[src/rtl/uri_pkg.sv]
// Constants and types shared by the serial register block
package uri_pkg;
  localparam logic [7:0] ADDR_STATUS_A = 8'hc0;
  localparam logic [7:0] ADDR_CONTROL_B = 8'hc1;
  localparam logic [7:0] ADDR_CONTROL_C = 8'hc2;
  localparam logic [7:0] ADDR_DATA_PORT = 8'hc6;
  localparam logic [7:0] RESET_STATUS_A = 8'h20;
  localparam logic [7:0] RESET_CONTROL_B = 8'h00;
  localparam logic [7:0] RESET_CONTROL_C = 8'h06;
  localparam int A_RXC = 7;
  localparam int A_TXC = 6;
  localparam int A_UDRE = 5;
  localparam int A_FE = 4;
  localparam int A_DOR = 3;
  localparam int A_PE = 2;
  localparam int A_DBL = 1;
  localparam int A_MPCM = 0;
  localparam int B_RXCIE = 7;
  localparam int B_TXCIE = 6;
  localparam int B_UDRIE = 5;
  localparam int B_RXEN = 4;
  localparam int B_TXEN = 3;
  localparam int B_SIZE_HI = 2;
  localparam int B_RX9 = 1;
  localparam int B_TX9 = 0;
  localparam int C_MODE = 6;
  localparam int C_PARITY = 4;
  localparam int C_STOP2 = 3;
  localparam int C_SIZE_LO = 1;
  localparam int C_POL = 0;
  localparam logic [1:0] MODE_ASYNC = 2'h0;
  localparam logic [1:0] MODE_SYNC = 2'h1;
  localparam logic [1:0] MODE_SPI = 2'h3;
  localparam logic [1:0] PARITY_OFF = 2'h0;
  localparam logic [1:0] PARITY_EVEN = 2'h2;
  localparam logic [1:0] PARITY_ODD = 2'h3;
  localparam logic [3:0] LAST_SAMPLE_NORMAL = 4'hf;
  localparam logic [3:0] LAST_SAMPLE_DOUBLE = 4'h7;
  localparam logic [3:0] MID_SAMPLE_NORMAL = 4'h7;
  localparam logic [3:0] MID_SAMPLE_DOUBLE = 4'h3;
  localparam logic [7:0] SAMPLE_CYCLES = 8'h1b;
  typedef enum logic [4:0] {
    ST_IDLE = 5'h01,
    ST_START = 5'h02,
    ST_DATA = 5'h04,
    ST_PARITY = 5'h08,
    ST_STOP = 5'h10
  } uri_frame_state_t;
endpackage

[src/rtl/uri_link_if.sv]
// Signals between the register layer and the serial engine
interface uri_link_if;
  logic tx_start;
  logic [8:0] tx_word;
  logic tx_busy;
  logic tx_done;
  logic tx_line;
  logic rx_enable;
  logic rx_line;
  logic xck_level;
  logic rx_valid;
  logic [8:0] rx_word;
  logic rx_frame_err;
  logic rx_parity_err;
  logic rx_start_seen;
  logic [3:0] char_bits;
  logic [1:0] parity_mode;
  logic stop_two;
  logic sync_mode;
  logic clk_pol;
  logic double_speed;
  modport ctrl (output tx_start, tx_word, rx_enable, rx_line, xck_level,
    char_bits, parity_mode, stop_two, sync_mode, clk_pol, double_speed,
    input tx_busy, tx_done, tx_line, rx_valid, rx_word, rx_frame_err,
    rx_parity_err, rx_start_seen);
  modport eng (input tx_start, tx_word, rx_enable, rx_line, xck_level,
    char_bits, parity_mode, stop_two, sync_mode, clk_pol, double_speed,
    output tx_busy, tx_done, tx_line, rx_valid, rx_word, rx_frame_err,
    rx_parity_err, rx_start_seen);
endinterface

[src/rtl/uri_usart_regs.sv]
// Register layer of the serial transceiver
// Operation
// - Data port writes fill transmit holding buffer; reads return receive FIFO.
// - Five to seven bit characters drop upper bits; received upper bits read zero.
// - Data writes while buffer-empty flag is clear are discarded.
// - Enabled transmitter loads the buffer into an empty shifter and sends it.
// - Receive FIFO is two deep and advances on each data port read while it holds data.
// - Receive-complete flag shows unread data; receiver disable flushes and clears it.
// - Transmit-complete sets after last frame with empty buffer; cleared by ack or one.
// - Buffer-empty flag is one when buffer accepts data, and after reset.
// - Framing error shows first stop bit zero of next buffered character.
// - Overrun sets on start bit while FIFO full and shifter holds a character.
// - Parity error shows failed check of next buffered character.
// - Double speed halves samples per bit, asynchronous mode only.
// - Multiprocessor filter drops every frame not marked as address.
// - Each interrupt needs its enable, global enable and its flag.
// - Receiver enable takes the receive pin; disable flushes FIFO and errors.
// - Transmitter disable waits for empty shifter and buffer, then frees pin.
// - Character size comes from high bit in B and two bits in C.
// - Mode bits select asynchronous or synchronous; SPI code 11 runs as synchronous slave; 10 reserved.
// - Size codes give five to nine bits; 100 to 110 reserved.
// - Parity field selects off, even or odd; mismatch flags parity error.
// - Stop select inserts one or two stop bits; receiver ignores it.
// - Synchronous clock polarity picks transmit change and receive sample edges.
module uri_usart_regs
  import uri_pkg::*;
(
  input wire logic core_clk_i,
  input wire logic reset_n_i,
  input wire logic [7:0] io_addr_i,
  input wire logic io_wr_i,
  input wire logic io_rd_i,
  input wire logic [7:0] io_wdata_i,
  output logic [7:0] io_rdata_o,
  input wire logic global_irq_en_i,
  input wire logic tx_complete_irq_ack_i,
  output logic rx_complete_irq_o,
  output logic tx_complete_irq_o,
  output logic tx_empty_irq_o,
  input wire logic serial_rx_pin_i,
  input wire logic sync_clock_pin_i,
  output logic serial_tx_pin_o,
  output logic serial_tx_override_o,
  output logic serial_rx_override_o
);
  uri_link_if lnk ();

  logic [7:0] control_b_r;
  logic [7:0] control_c_r;
  logic double_speed_bit_r;
  logic multiproc_filter_bit_r;
  logic tx_complete_flag_r;
  logic tx_full_r;
  logic [8:0] tx_holding_buffer_r;
  logic tx_start_r;
  logic tx_active_r;
  logic [10:0] rx_holding_fifo_r [2];
  logic rd_ptr_r;
  logic wr_ptr_r;
  logic [1:0] fifo_cnt_r;
  logic [10:0] wait_r;
  logic wait_full_r;
  logic overrun_flag_r;
  logic [1:0] rx_pin_sync_r;
  logic [1:0] xck_sync_r;
  logic wr_a;
  logic wr_b;
  logic wr_c;
  logic wr_data;
  logic rd_data;
  logic rx_en;
  logic [2:0] size_code;
  logic [3:0] char_bits;
  logic [8:0] char_mask;
  logic [10:0] head;
  logic [10:0] frame;
  logic frame_is_addr;
  logic accept;
  logic pop;
  logic room;
  logic push;
  logic [10:0] push_word;
  logic wait_load;
  logic rx_complete_flag;
  logic tx_buffer_empty_flag;
  logic [7:0] status_a;
  logic [1:0] mode;

  assign wr_a = io_wr_i && io_addr_i == ADDR_STATUS_A;
  assign wr_b = io_wr_i && io_addr_i == ADDR_CONTROL_B;
  assign wr_c = io_wr_i && io_addr_i == ADDR_CONTROL_C;
  assign wr_data = io_wr_i && io_addr_i == ADDR_DATA_PORT;
  assign rd_data = io_rd_i && io_addr_i == ADDR_DATA_PORT;
  assign rx_en = control_b_r[B_RXEN];
  assign mode = control_c_r[C_MODE +: 2];
  assign size_code = {control_b_r[B_SIZE_HI], control_c_r[C_SIZE_LO +: 2]};

  // Reserved size codes fall back to eight bits
  always_comb begin
    case (size_code)
      3'h0: char_bits = 4'h5;
      3'h1: char_bits = 4'h6;
      3'h2: char_bits = 4'h7;
      3'h7: char_bits = 4'h9;
      default: char_bits = 4'h8;
    endcase
  end
  assign char_mask = 9'h1ff >> (4'h9 - char_bits);

  assign lnk.char_bits = char_bits;
  assign lnk.parity_mode = control_c_r[C_PARITY +: 2];
  assign lnk.stop_two = control_c_r[C_STOP2];
  // SPI code runs as synchronous slave; reserved code as asynchronous
  assign lnk.sync_mode = (mode == MODE_SYNC) || (mode == MODE_SPI);
  assign lnk.clk_pol = control_c_r[C_POL];
  assign lnk.double_speed = double_speed_bit_r && !lnk.sync_mode;
  assign lnk.rx_enable = rx_en;
  assign lnk.rx_line = rx_pin_sync_r[1];
  assign lnk.xck_level = xck_sync_r[1];
  assign lnk.tx_start = tx_start_r;
  assign lnk.tx_word = tx_holding_buffer_r;

  uri_serial_engine u_engine (
    .core_clk_i(core_clk_i),
    .reset_n_i(reset_n_i),
    .lnk(lnk)
  );

  always_ff @(posedge core_clk_i) begin
    if (!reset_n_i) begin
      rx_pin_sync_r <= 2'h3;
      xck_sync_r <= 2'h0;
    end else begin
      rx_pin_sync_r <= {rx_pin_sync_r[0], serial_rx_pin_i};
      xck_sync_r <= {xck_sync_r[0], sync_clock_pin_i};
    end
  end

  always_ff @(posedge core_clk_i) begin
    if (!reset_n_i) begin
      control_b_r <= RESET_CONTROL_B;
      control_c_r <= RESET_CONTROL_C;
      double_speed_bit_r <= RESET_STATUS_A[A_DBL];
      multiproc_filter_bit_r <= RESET_STATUS_A[A_MPCM];
    end else begin
      if (wr_b) begin
        control_b_r <= io_wdata_i & ~(8'h01 << B_RX9);
      end
      if (wr_c) begin
        control_c_r <= io_wdata_i;
      end
      if (wr_a) begin
        double_speed_bit_r <= io_wdata_i[A_DBL];
        multiproc_filter_bit_r <= io_wdata_i[A_MPCM];
      end
    end
  end

  // Transmit holding buffer and hand-off to the shifter
  always_ff @(posedge core_clk_i) begin
    if (!reset_n_i) begin
      tx_full_r <= 1'b0;
      tx_holding_buffer_r <= 9'h000;
      tx_start_r <= 1'b0;
    end else begin
      tx_start_r <= 1'b0;
      if (tx_active_r && tx_full_r && !lnk.tx_busy && !tx_start_r) begin
        tx_start_r <= 1'b1;
        tx_full_r <= 1'b0;
      end
      if (wr_data && !tx_full_r) begin
        tx_holding_buffer_r <= {control_b_r[B_TX9], io_wdata_i} & char_mask;
        tx_full_r <= 1'b1;
      end
    end
  end

  // Pin stays claimed until all pending data has gone out
  always_ff @(posedge core_clk_i) begin
    if (!reset_n_i) begin
      tx_active_r <= 1'b0;
    end else if (control_b_r[B_TXEN]) begin
      tx_active_r <= 1'b1;
    end else if (!tx_full_r && !lnk.tx_busy && !tx_start_r) begin
      tx_active_r <= 1'b0;
    end
  end

  // A new completion beats a same-cycle clear
  always_ff @(posedge core_clk_i) begin
    if (!reset_n_i) begin
      tx_complete_flag_r <= RESET_STATUS_A[A_TXC];
    end else if (lnk.tx_done && !tx_full_r && !tx_start_r) begin
      tx_complete_flag_r <= 1'b1;
    end else if ((wr_a && io_wdata_i[A_TXC]) || tx_complete_irq_ack_i) begin
      tx_complete_flag_r <= 1'b0;
    end
  end

  // Receive path: two-entry FIFO plus the character held in the shifter
  assign frame = {lnk.rx_parity_err, lnk.rx_frame_err, lnk.rx_word};
  assign frame_is_addr = (char_bits == 4'h9) ? lnk.rx_word[8]
                                             : !lnk.rx_frame_err;
  assign accept = lnk.rx_valid && !(multiproc_filter_bit_r && !frame_is_addr);
  assign pop = rd_data && fifo_cnt_r != 2'h0;
  assign room = (fifo_cnt_r != 2'h2) || pop;
  assign push = (pop && wait_full_r) || (accept && room && !wait_full_r);
  assign push_word = wait_full_r ? wait_r : frame;
  assign wait_load = accept && !(room && !wait_full_r);
  assign head = rx_holding_fifo_r[rd_ptr_r];

  always_ff @(posedge core_clk_i) begin
    if (!reset_n_i || !rx_en) begin
      fifo_cnt_r <= 2'h0;
      rd_ptr_r <= 1'b0;
      wr_ptr_r <= 1'b0;
      wait_full_r <= 1'b0;
    end else begin
      fifo_cnt_r <= fifo_cnt_r + {1'b0, push} - {1'b0, pop};
      rd_ptr_r <= rd_ptr_r ^ pop;
      wr_ptr_r <= wr_ptr_r ^ push;
      wait_full_r <= wait_load || (wait_full_r && !pop);
    end
  end

  always_ff @(posedge core_clk_i) begin
    if (!reset_n_i) begin
      wait_r <= 11'h000;
    end else if (wait_load) begin
      wait_r <= frame;
    end
  end

  genvar gi;
  generate
    for (gi = 0; gi < 2; gi++) begin : g_entry
      always_ff @(posedge core_clk_i) begin
        if (!reset_n_i) begin
          rx_holding_fifo_r[gi] <= 11'h000;
        end else if (push && wr_ptr_r == 1'(gi)) begin
          rx_holding_fifo_r[gi] <= push_word;
        end
      end
    end
  endgenerate

  // Overrun set wins over the clear by a data read
  always_ff @(posedge core_clk_i) begin
    if (!reset_n_i || !rx_en) begin
      overrun_flag_r <= 1'b0;
    end else if (lnk.rx_start_seen && fifo_cnt_r == 2'h2 && wait_full_r) begin
      overrun_flag_r <= 1'b1;
    end else if (rd_data) begin
      overrun_flag_r <= 1'b0;
    end
  end

  assign rx_complete_flag = fifo_cnt_r != 2'h0;
  assign tx_buffer_empty_flag = !tx_full_r;
  always_comb begin
    status_a = 8'h00;
    status_a[A_RXC] = rx_complete_flag;
    status_a[A_TXC] = tx_complete_flag_r;
    status_a[A_UDRE] = tx_buffer_empty_flag;
    status_a[A_FE] = rx_complete_flag && head[9];
    status_a[A_DOR] = overrun_flag_r;
    status_a[A_PE] = rx_complete_flag && head[10];
    status_a[A_DBL] = double_speed_bit_r;
    status_a[A_MPCM] = multiproc_filter_bit_r;
  end

  // Read data registered so every output leaves a flop
  always_ff @(posedge core_clk_i) begin
    if (!reset_n_i) begin
      io_rdata_o <= 8'h00;
    end else if (io_rd_i) begin
      case (io_addr_i)
        ADDR_STATUS_A: io_rdata_o <= status_a;
        ADDR_CONTROL_B: io_rdata_o <= control_b_r |
          ({7'h00, rx_complete_flag && head[8]} << B_RX9);
        ADDR_CONTROL_C: io_rdata_o <= control_c_r;
        ADDR_DATA_PORT: io_rdata_o <= rx_complete_flag ? head[7:0] : 8'h00;
        default: io_rdata_o <= 8'h00;
      endcase
    end
  end

  always_ff @(posedge core_clk_i) begin
    if (!reset_n_i) begin
      rx_complete_irq_o <= 1'b0;
      tx_complete_irq_o <= 1'b0;
      tx_empty_irq_o <= 1'b0;
    end else begin
      rx_complete_irq_o <= control_b_r[B_RXCIE] && global_irq_en_i &&
        rx_complete_flag;
      tx_complete_irq_o <= control_b_r[B_TXCIE] && global_irq_en_i &&
        tx_complete_flag_r;
      tx_empty_irq_o <= control_b_r[B_UDRIE] && global_irq_en_i &&
        tx_buffer_empty_flag;
    end
  end

  // Port value is high while the transmitter does not own the pin
  always_ff @(posedge core_clk_i) begin
    if (!reset_n_i) begin
      serial_tx_pin_o <= 1'b1;
      serial_tx_override_o <= 1'b0;
      serial_rx_override_o <= 1'b0;
    end else begin
      serial_tx_pin_o <= tx_active_r ? lnk.tx_line : 1'b1;
      serial_tx_override_o <= tx_active_r;
      serial_rx_override_o <= rx_en;
    end
  end
endmodule

[src/rtl/uri_serial_engine.sv]
// Frame shifter for transmit and receive
module uri_serial_engine
  import uri_pkg::*;
(
  input wire logic core_clk_i,
  input wire logic reset_n_i,
  uri_link_if.eng lnk
);
  logic [7:0] presc_r;
  logic tick;
  logic xck_d_r;
  logic rx_line_d_r;
  logic tx_edge;
  logic rx_edge;
  logic [3:0] last_s;
  logic [3:0] mid_s;
  uri_frame_state_t tx_st_r;
  logic [3:0] tx_cnt_r;
  logic [3:0] tx_idx_r;
  logic [8:0] tx_sh_r;
  logic tx_par_r;
  logic tx_stops_r;
  logic tx_step;
  uri_frame_state_t rx_st_r;
  logic [3:0] rx_cnt_r;
  logic [3:0] rx_idx_r;
  logic [8:0] rx_sh_r;
  logic rx_par_r;
  logic rx_samp;
  logic par_on;

  assign tick = (presc_r == SAMPLE_CYCLES - 8'h01);
  assign last_s = lnk.double_speed ? LAST_SAMPLE_DOUBLE : LAST_SAMPLE_NORMAL;
  assign mid_s = lnk.double_speed ? MID_SAMPLE_DOUBLE : MID_SAMPLE_NORMAL;
  assign tx_edge = lnk.clk_pol ? (xck_d_r & ~lnk.xck_level)
                               : (~xck_d_r & lnk.xck_level);
  assign rx_edge = lnk.clk_pol ? (~xck_d_r & lnk.xck_level)
                               : (xck_d_r & ~lnk.xck_level);
  assign tx_step = lnk.sync_mode ? tx_edge : (tick && tx_cnt_r == last_s);
  assign rx_samp = lnk.sync_mode ? rx_edge : (tick && rx_cnt_r == mid_s);
  assign par_on = lnk.parity_mode[1];
  assign lnk.tx_busy = (tx_st_r != ST_IDLE);

  always_ff @(posedge core_clk_i) begin
    if (!reset_n_i) begin
      presc_r <= 8'h00;
      xck_d_r <= 1'b0;
      rx_line_d_r <= 1'b1;
    end else begin
      presc_r <= tick ? 8'h00 : presc_r + 8'h01;
      xck_d_r <= lnk.xck_level;
      rx_line_d_r <= lnk.rx_line;
    end
  end

  always_ff @(posedge core_clk_i) begin
    if (!reset_n_i || tx_st_r == ST_IDLE || tx_step) begin
      tx_cnt_r <= 4'h0;
    end else if (tick) begin
      tx_cnt_r <= tx_cnt_r + 4'h1;
    end
  end

  // Start low, data LSB first, optional parity, one or two stops
  always_ff @(posedge core_clk_i) begin
    if (!reset_n_i) begin
      tx_st_r <= ST_IDLE;
      lnk.tx_line <= 1'b1;
      lnk.tx_done <= 1'b0;
      tx_idx_r <= 4'h0;
      tx_sh_r <= 9'h000;
      tx_par_r <= 1'b0;
      tx_stops_r <= 1'b0;
    end else begin
      lnk.tx_done <= 1'b0;
      case (tx_st_r)
        ST_IDLE: begin
          lnk.tx_line <= 1'b1;
          if (lnk.tx_start) begin
            tx_sh_r <= lnk.tx_word;
            tx_par_r <= (^lnk.tx_word) ^ lnk.parity_mode[0];
            lnk.tx_line <= 1'b0;
            tx_st_r <= ST_START;
          end
        end
        ST_START: begin
          if (tx_step) begin
            lnk.tx_line <= tx_sh_r[0];
            tx_sh_r <= tx_sh_r >> 1;
            tx_idx_r <= 4'h1;
            tx_st_r <= ST_DATA;
          end
        end
        ST_DATA: begin
          if (tx_step) begin
            if (tx_idx_r == lnk.char_bits) begin
              lnk.tx_line <= par_on ? tx_par_r : 1'b1;
              tx_stops_r <= lnk.stop_two;
              tx_st_r <= par_on ? ST_PARITY : ST_STOP;
            end else begin
              lnk.tx_line <= tx_sh_r[0];
              tx_sh_r <= tx_sh_r >> 1;
              tx_idx_r <= tx_idx_r + 4'h1;
            end
          end
        end
        ST_PARITY: begin
          if (tx_step) begin
            lnk.tx_line <= 1'b1;
            tx_stops_r <= lnk.stop_two;
            tx_st_r <= ST_STOP;
          end
        end
        ST_STOP: begin
          if (tx_step) begin
            if (tx_stops_r) begin
              tx_stops_r <= 1'b0;
            end else begin
              tx_st_r <= ST_IDLE;
              lnk.tx_done <= 1'b1;
            end
          end
        end
        default: tx_st_r <= ST_IDLE;
      endcase
    end
  end

  always_ff @(posedge core_clk_i) begin
    if (!reset_n_i || rx_st_r == ST_IDLE || (tick && rx_cnt_r == last_s)) begin
      rx_cnt_r <= 4'h0;
    end else if (tick) begin
      rx_cnt_r <= rx_cnt_r + 4'h1;
    end
  end

  // Only the first stop bit is checked
  always_ff @(posedge core_clk_i) begin
    if (!reset_n_i || !lnk.rx_enable) begin
      rx_st_r <= ST_IDLE;
      lnk.rx_valid <= 1'b0;
      lnk.rx_start_seen <= 1'b0;
      lnk.rx_word <= 9'h000;
      lnk.rx_frame_err <= 1'b0;
      lnk.rx_parity_err <= 1'b0;
      rx_idx_r <= 4'h0;
      rx_sh_r <= 9'h000;
      rx_par_r <= 1'b0;
    end else begin
      lnk.rx_valid <= 1'b0;
      lnk.rx_start_seen <= 1'b0;
      case (rx_st_r)
        ST_IDLE: begin
          rx_sh_r <= 9'h000;
          rx_idx_r <= 4'h0;
          if (lnk.sync_mode && rx_edge && !lnk.rx_line) begin
            lnk.rx_start_seen <= 1'b1;
            rx_st_r <= ST_DATA;
          // Falling edge only, so a low stop bit never restarts a frame
          end else if (!lnk.sync_mode && rx_line_d_r && !lnk.rx_line) begin
            rx_st_r <= ST_START;
          end
        end
        ST_START: begin
          if (rx_samp) begin
            lnk.rx_start_seen <= !lnk.rx_line;
            rx_st_r <= lnk.rx_line ? ST_IDLE : ST_DATA;
          end
        end
        ST_DATA: begin
          if (rx_samp) begin
            rx_sh_r[rx_idx_r] <= lnk.rx_line;
            rx_idx_r <= rx_idx_r + 4'h1;
            if (rx_idx_r == lnk.char_bits - 4'h1) begin
              rx_st_r <= par_on ? ST_PARITY : ST_STOP;
            end
          end
        end
        ST_PARITY: begin
          if (rx_samp) begin
            rx_par_r <= lnk.rx_line;
            rx_st_r <= ST_STOP;
          end
        end
        ST_STOP: begin
          if (rx_samp) begin
            lnk.rx_valid <= 1'b1;
            lnk.rx_word <= rx_sh_r;
            lnk.rx_frame_err <= !lnk.rx_line;
            lnk.rx_parity_err <= par_on &&
              (rx_par_r != ((^rx_sh_r) ^ lnk.parity_mode[0]));
            rx_st_r <= ST_IDLE;
          end
        end
        default: rx_st_r <= ST_IDLE;
      endcase
    end
  end
endmodule

[config.mk]
export PLATFORM = sky130hd
export DESIGN_NAME = uri_usart_regs
export DESIGN_NICKNAME = d
export VERILOG_FILES = /design/src/rtl/uri_pkg.sv /design/src/rtl/uri_link_if.sv /design/src/rtl/uri_usart_regs.sv /design/src/rtl/uri_serial_engine.sv
export SDC_FILE = /design/constraint.sdc
export NUM_CORES = 1
export LEC_CHECK = 0
export ABC_AREA = 1
export BUFFER_PORTS_ARGS = -buffer_cell sky130_fd_sc_hd__clkbuf_2
export CORE_MARGIN = 4
export CORE_UTILIZATION = 45
export DETAILED_ROUTE_END_ITERATION = 12
export HOLD_SLACK_MARGIN = 0.02
export SYNTH_ARGS = -nofsm -noshare
export SYNTH_HDL_FRONTEND = slang
export SYNTH_SLANG_ARGS = --single-unit
[constraint.sdc]
create_clock -name core_clk_i -period 7.1 [get_ports core_clk_i]
set_input_delay 1.065 -clock core_clk_i [delete_from_list [all_inputs] [get_ports core_clk_i]]
set_output_delay 1.065 -clock core_clk_i [all_outputs]
set_load 0.02 [all_outputs]
* Yosys cells after proc, flatten, opt, wreduce, memory -nomap -nowiden
Memory sizes are Yosys's and may differ from the RTL's. A register that Yosys moved wholly into a read port is not among the register bits.
Index checks and enable logic that the tools add are counted.
** Cells by class
- Add/sub/neg operators :: 9
- Magnitude comparators :: 2
- Equal/unequal tests :: 44
- Shifts and indexed selects :: 1
- Muxes and demuxes :: 81
- Bitwise operators :: 15
- Reductions and logical operators :: 96
** Operators with widths (number)
- two-way mux 5 bit :: 15
- one-hot mux 5 bit (5 select lines) :: 2
- logical AND 1 bit :: 46
- two-way mux 9 bit :: 5
- two-way mux 1 bit :: 37
- two-way mux 11 bit :: 3
- equality test 8 bit (second input constant) :: 4
- one-hot mux 8 bit (4 select lines) :: 1
- one-hot mux 9 bit (3 select lines) :: 1
- equality test 4 bit :: 5
- two-way mux 4 bit :: 5
- inequality test 2 x 1 -> 1 bit (second input constant) :: 10
- one-hot mux 9 bit (2 select lines) :: 1
- parity 9 bit :: 2
- adder 4 x 1 -> 4 bit (second input constant) :: 4
- one-hot mux 4 bit (2 select lines) :: 2
- one-hot mux 4 bit (4 select lines) :: 1
- nonzero test 2 bit :: 7
- zero test 1 bit :: 13
- equality test 5 x 1 -> 1 bit (second input constant) :: 2
- equality test 5 x 2 -> 1 bit (second input constant) :: 2
- equality test 5 x 3 -> 1 bit (second input constant) :: 2
- equality test 5 x 4 -> 1 bit (second input constant) :: 2
- equality test 5 bit (second input constant) :: 2
- 43 further kinds :: 74
** Storage, ports and cells
- Register bits after elaboration :: 137
- Bits in writable memories :: 22
- Input port bits :: 24
- Output and inout port bits :: 14
- Word-level logic and storage cells :: 294
- Memories kept :: 1
** Memory list
- rx_holding_fifo_r :: words 2, bits a word 11, read ports 1, clocked after Yosys merged registers in 1, write ports 2, line uri_usart_regs.sv:57 : logic [10:0] rx_holding_fifo_r [2];

* Logic depth before layout (Yosys ltp)
- Word-level depth :: 16
- Mapped depth :: 15
- Depth with buffers taken out :: 14

* Cells and area by module
Synthesis repeated with hierarchy kept, for this count alone.
** Second synthesis, totals
- Cell total of the unflattened synthesis :: 1170
- Area total of the unflattened synthesis :: 8375.5 um^2
** By module, submodules not included
- uri_serial_engine :: instances 1, cells each 641, area an instance 4281.6 um^2, sequential area each 1441.4 um^2
- uri_usart_regs :: instances 1, cells each 529, area an instance 4093.9 um^2, sequential area each 1961.9 um^2

* Worst setup path before layout
Ideal clock, no wire load.
- Path kind :: in2reg
- From :: in io_addr_i[5]
- To :: reg fifo_cnt_r[1]
- Library setup time :: 0.070 ns
- Arrival time :: 2.895 ns
- Required time :: 7.030 ns
- Setup slack :: 4.135 ns
- Cell stages on the path :: 13
- Path buffers :: 0
- Cell sequence :: nor2_1 -> nand3_1 -> nor2_2 -> nand2_1 -> nor2_1 -> inv_1 -> o22ai_1 -> inv_1 -> ha_1 -> inv_1 -> ha_1 -> or2_2 -> a21oi_1
** On the way
- Word-level cells in the longest chain between the ends :: 9
- Elaborated cells between the ends (all ways) :: 10
- Those cells by class :: add/sub (2); eq/ne (1); reduce/logical (7)
** Ends and longest elaborated chain
- from (decl) :: line uri_usart_regs.sv:30 : input wire logic [7:0] io_addr_i,
- equality test 8 bit * :: line uri_usart_regs.sv:93 : assign rd_data = io_rd_i && io_addr_i == ADDR_DATA_PORT;
- logical AND 1 bit * :: line uri_usart_regs.sv:93
- logical AND 1 bit * :: line uri_usart_regs.sv:205 : assign pop = rd_data && fifo_cnt_r != 2'h0;
- logical OR 1 bit :: line uri_usart_regs.sv:206 : assign room = (fifo_cnt_r != 2'h2) || pop;
- logical AND 1 bit (2 in series) :: line uri_usart_regs.sv:207 : assign push = (pop && wait_full_r) || (accept && room && !wait_full_r);
- logical OR 1 bit :: line uri_usart_regs.sv:207
- adder 2 x 1 -> 2 bit :: line uri_usart_regs.sv:219 : fifo_cnt_r <= fifo_cnt_r + {1'b0, push} - {1'b0, pop};
- subtractor 2 x 1 -> 2 bit * :: line uri_usart_regs.sv:219
- to (signal assigned) :: line uri_usart_regs.sv:219
- to (decl) :: line uri_usart_regs.sv:60 : logic [1:0] fifo_cnt_r;
Every way passes the cells marked *; elsewhere a longest branch is shown, timed or not.
A chain may end at the register's enable or synchronous reset.

* Worst setup path after layout
Same ends and word-level chain as after synthesis.

==> metrics.txt <==
Max clock buf depth 2; # fillers between 1500 and 2000; FF-to-FF path depth 12; crit-path cells clkbuf_2 -> nor2_1 -> nand3_1 -> nor2_2 -> nand2_1 -> nor2_1 -> inv_1 -> o22ai_1 -> inv_1 -> ha_1 -> inv_1 -> ha_1 -> or2_2 -> a21oi_1; Critical Path RT about 7500 ps; #FFs+latches synth around 160; crit path time final between 2000 and 3000 ps; Cell Pwr Density around 250 mW/mm²; CP startpoint kind input pin; Syn Nets around 1100; Die Area slightly below 0.02 mm²; Mapped Cells 1083; Routed Antenna Nets 0; Least-Margin Pin Slew between 800 and 900 ps; TritonCTS clock tree built; post-CTS setup buffers 0; cell taking the most area after synthesis dfxtp_1; GRT met1 Usage 28.2%; worst hold margin 416 ps; vias in the first global route between 6000 and 7000; Ys Warns 0; clk root buf clkbuf_16; Synth area leaders dfxtp_1 (35%), nand2_1 (14%), edfxtp_1 (8.5%); die height 140 µm; Crit path top cell by count inv_1; Critical Path End Type flop; Max FO, Critical Path 5; top_reg_cell synth dfxtp_1; CP top delay family simple AND/OR/NAND/NOR gates; GR Overflow Total 0; clk sink count about 160; clk_skew between 10 and 15 ps; share of cells above drive strength 1 10.4%; Hold Crit Depth 1; HP Class reg2reg; WL final ~18 mm; Buffers on Ports 37; CP arrival approximately 3300 ps; area delta synth->final 11.6%; DRC errors left 0; RSZ-0062 raised after global routing false; Post-synth EDFFs 22; Core Footprint 0.0168 mm²; DR iter-0 viols between 300 and 400; post-synthesis average cell area 7.19 µm²; Final setup viols 0; row cnt 47; CP max-delay cell or2_2; GP Congestion 0.832; Top Usage Layer GRT met2; number of max-cap violations 0; PostCTS Resize Cnt 0; Total GRT Usage slightly below 20%; Async S/R FF share, synth 0%; Crit path depth 14; Final Max Tran Viols 0; peak supply drop 0.178 mV; H-tree depth 4; CTS buffer count 17; # nets final about 1200; Pre-antenna DRT Iters 5; hold buffers post-CTS 0; Fin Setup TNS 0 ps; via count 6719; status finished, final reports clean; vias per cell 4.99; kind of critical path in2reg; met3 GRT Util 4.25%; grt met2 use about 29%; initial antenna violation count 0; Final HPWL DP about 14 mm; antenna cells 0; LEAKAGE approximately 3.6 nW; Starting Density 46.4%; Cell Area, Synth around 0.008 mm²; Worst-Skew Late Latency between 400 and 500 ps; register area share after synthesis between 40 and 50%; Max Clock Freq approximately 0.34 GHz; largest net degree at the start of global routing 36; distinct cell type count after synthesis between 40 and 50; Worst-path clk slew approximately 60 ps; average wire per standard cell ~14 µm; first-pass GRT wire length just over 30 mm; Final Hold Viols 0; Die Wd roughly 140 µm; top cell type's share of synthesized area between 30% and 40%; num ports 38; largest stage delay on the critical path roughly 290 ps; CP Buf/Inv Count 4; Final period util between 40% and 50%; Rel. slew slack 45.8%
-- registers in the layout, indices dropped and copies added, names as in the netlist, 5 cells and up --
| register | count |
|---|---|
| control_c_r | 8 |
| u_engine.tx_st_r | 5 |
| u_engine.rx_sh_r | 9 |
| wait_r | 11 |
| u_engine.rx_st_r | 5 |
| control_b_r | 7 |
| io_rdata_o | 8 |
| u_engine.tx_sh_r | 9 |
| rx_holding_fifo_r | 22 |
| u_engine.lnk.rx_word | 9 |
| u_engine.presc_r | 8 |
| lnk.tx_word | 9 |
-- power breakdown --
group / internal [mW] / switching (mW)
combinational: 0.0960 / 0.195
sequential: 0.946 / 0.0187
clock: 0.516 / 0.381
-- layout by cell type (no fill, tap or decap), types with 8 or more instances in the layout --
master / instances
xor2_1: 9
clkbuf_16: 17
nor3_1: 8
nor2_1: 135
nand4_1: 15
or2_2: 9
o21ai_0: 72
xnor2_1: 8
dfxtp_1: 137
a21oi_1: 80
nand2_1: 280
nand2_2: 13
edfxtp_1: 22
clkbuf_2: 37
nand3_1: 62
inv_1: 131
ha_1: 18
-- kinds of logic (layout without fill, tap and decap cells) --
group                    after synthesis  in the layout  synth area share [%]
AO/OA/AOI/OAI                        167            167                  11.3
XOR/XNOR                              17             17                  1.91
adder cells (fa/ha/maj)               18             18                  2.89
buffers and inverters                166            210                  8.55
flip-flops                           159            159                  43.7
multiplexers                           7              7                 0.900
AND/OR/NAND/NOR                      549            549                  30.7
-- synth_stat cells (2+ instances only) --
master    instances
nor2_1          135
clkinv_1          3
dfxtp_1         137
nand4_1          15
o21ai_1           2
nand2_4           4
buf_1             2
inv_1           131
inv_2             4
nor3b_1           2
nand2_2          13
o21a_1            2
a41oi_1           2
nand2_1         280
buf_4             3
or2_2             9
a21oi_1          80
xor2_1            9
edfxtp_1         22
buf_2             5
xnor2_1           8
nand3_2           5
clkbuf_1         15
nand3_1          62
ha_1             18
o211ai_1          4
nor3_1            8
o21ai_0          72
nor2_4            5
nor2_2            6
mux2i_1           7
-- per-layer routing --
metal / wire length [µm] / up-vias
met2: 8130 / 141
met1: 9170 / 3032
li1: - / 3525
met3: 909 / 21
met5: 0 / -
met4: 213 / 0
-- per-stage QoR --
step | utilization, % | instances | power [mW] | cell area (µm²) | setup slack (ps)
2_1_floorplan | - | 1083 | 1.21 | 7780 | 4130
3_3_place_gp | 48.4 | 1315 | 1.27 | 8120 | 3800
3_5_place_dp | 48.4 | 1315 | 1.28 | 8120 | 3700
4_1_cts | 51.8 | 1347 | 2.17 | 8690 | 4140
5_1_grt | 51.8 | 1347 | 2.26 | 8690 | 3830
6_report | 51.8 | 1347 | 2.15 | 8690 | 4120
-- worst paths after layout --
check,startpoint,to,slack (ps)
max reg2reg,control_c_r[1],fifo_cnt_r[1],4560
max,io_addr_i[5],fifo_cnt_r[1],4120
min reg2reg,rx_pin_sync_r[0],rx_pin_sync_r[1],420
min,rx_pin_sync_r[0],rx_pin_sync_r[1],420
-- worst register-to-register path, delay by kind of cell (launching register included) --
family / cells / cell delay [ps]
simple gates: 4 / 730
flops: 1 / 430
compound gates: 3 / 540
buf+inv: 3 / 310
fa+ha+maj: 2 / 450
-- cell type report --
class | instances | area [µm²] | area share (%)
clock buffer | 18 | 429 | 4.94
clock inverter | 14 | 141 | 1.63
inverter | 139 | 523 | 6.02
multi-input combinational | 758 | 3710 | 42.8
sequential | 159 | 3400 | 39.2
tap | 220 | 275 | 3.17
timing repair buffer | 39 | 200 | 2.30
No activity file was read; power rests on OpenSTA's default activity.
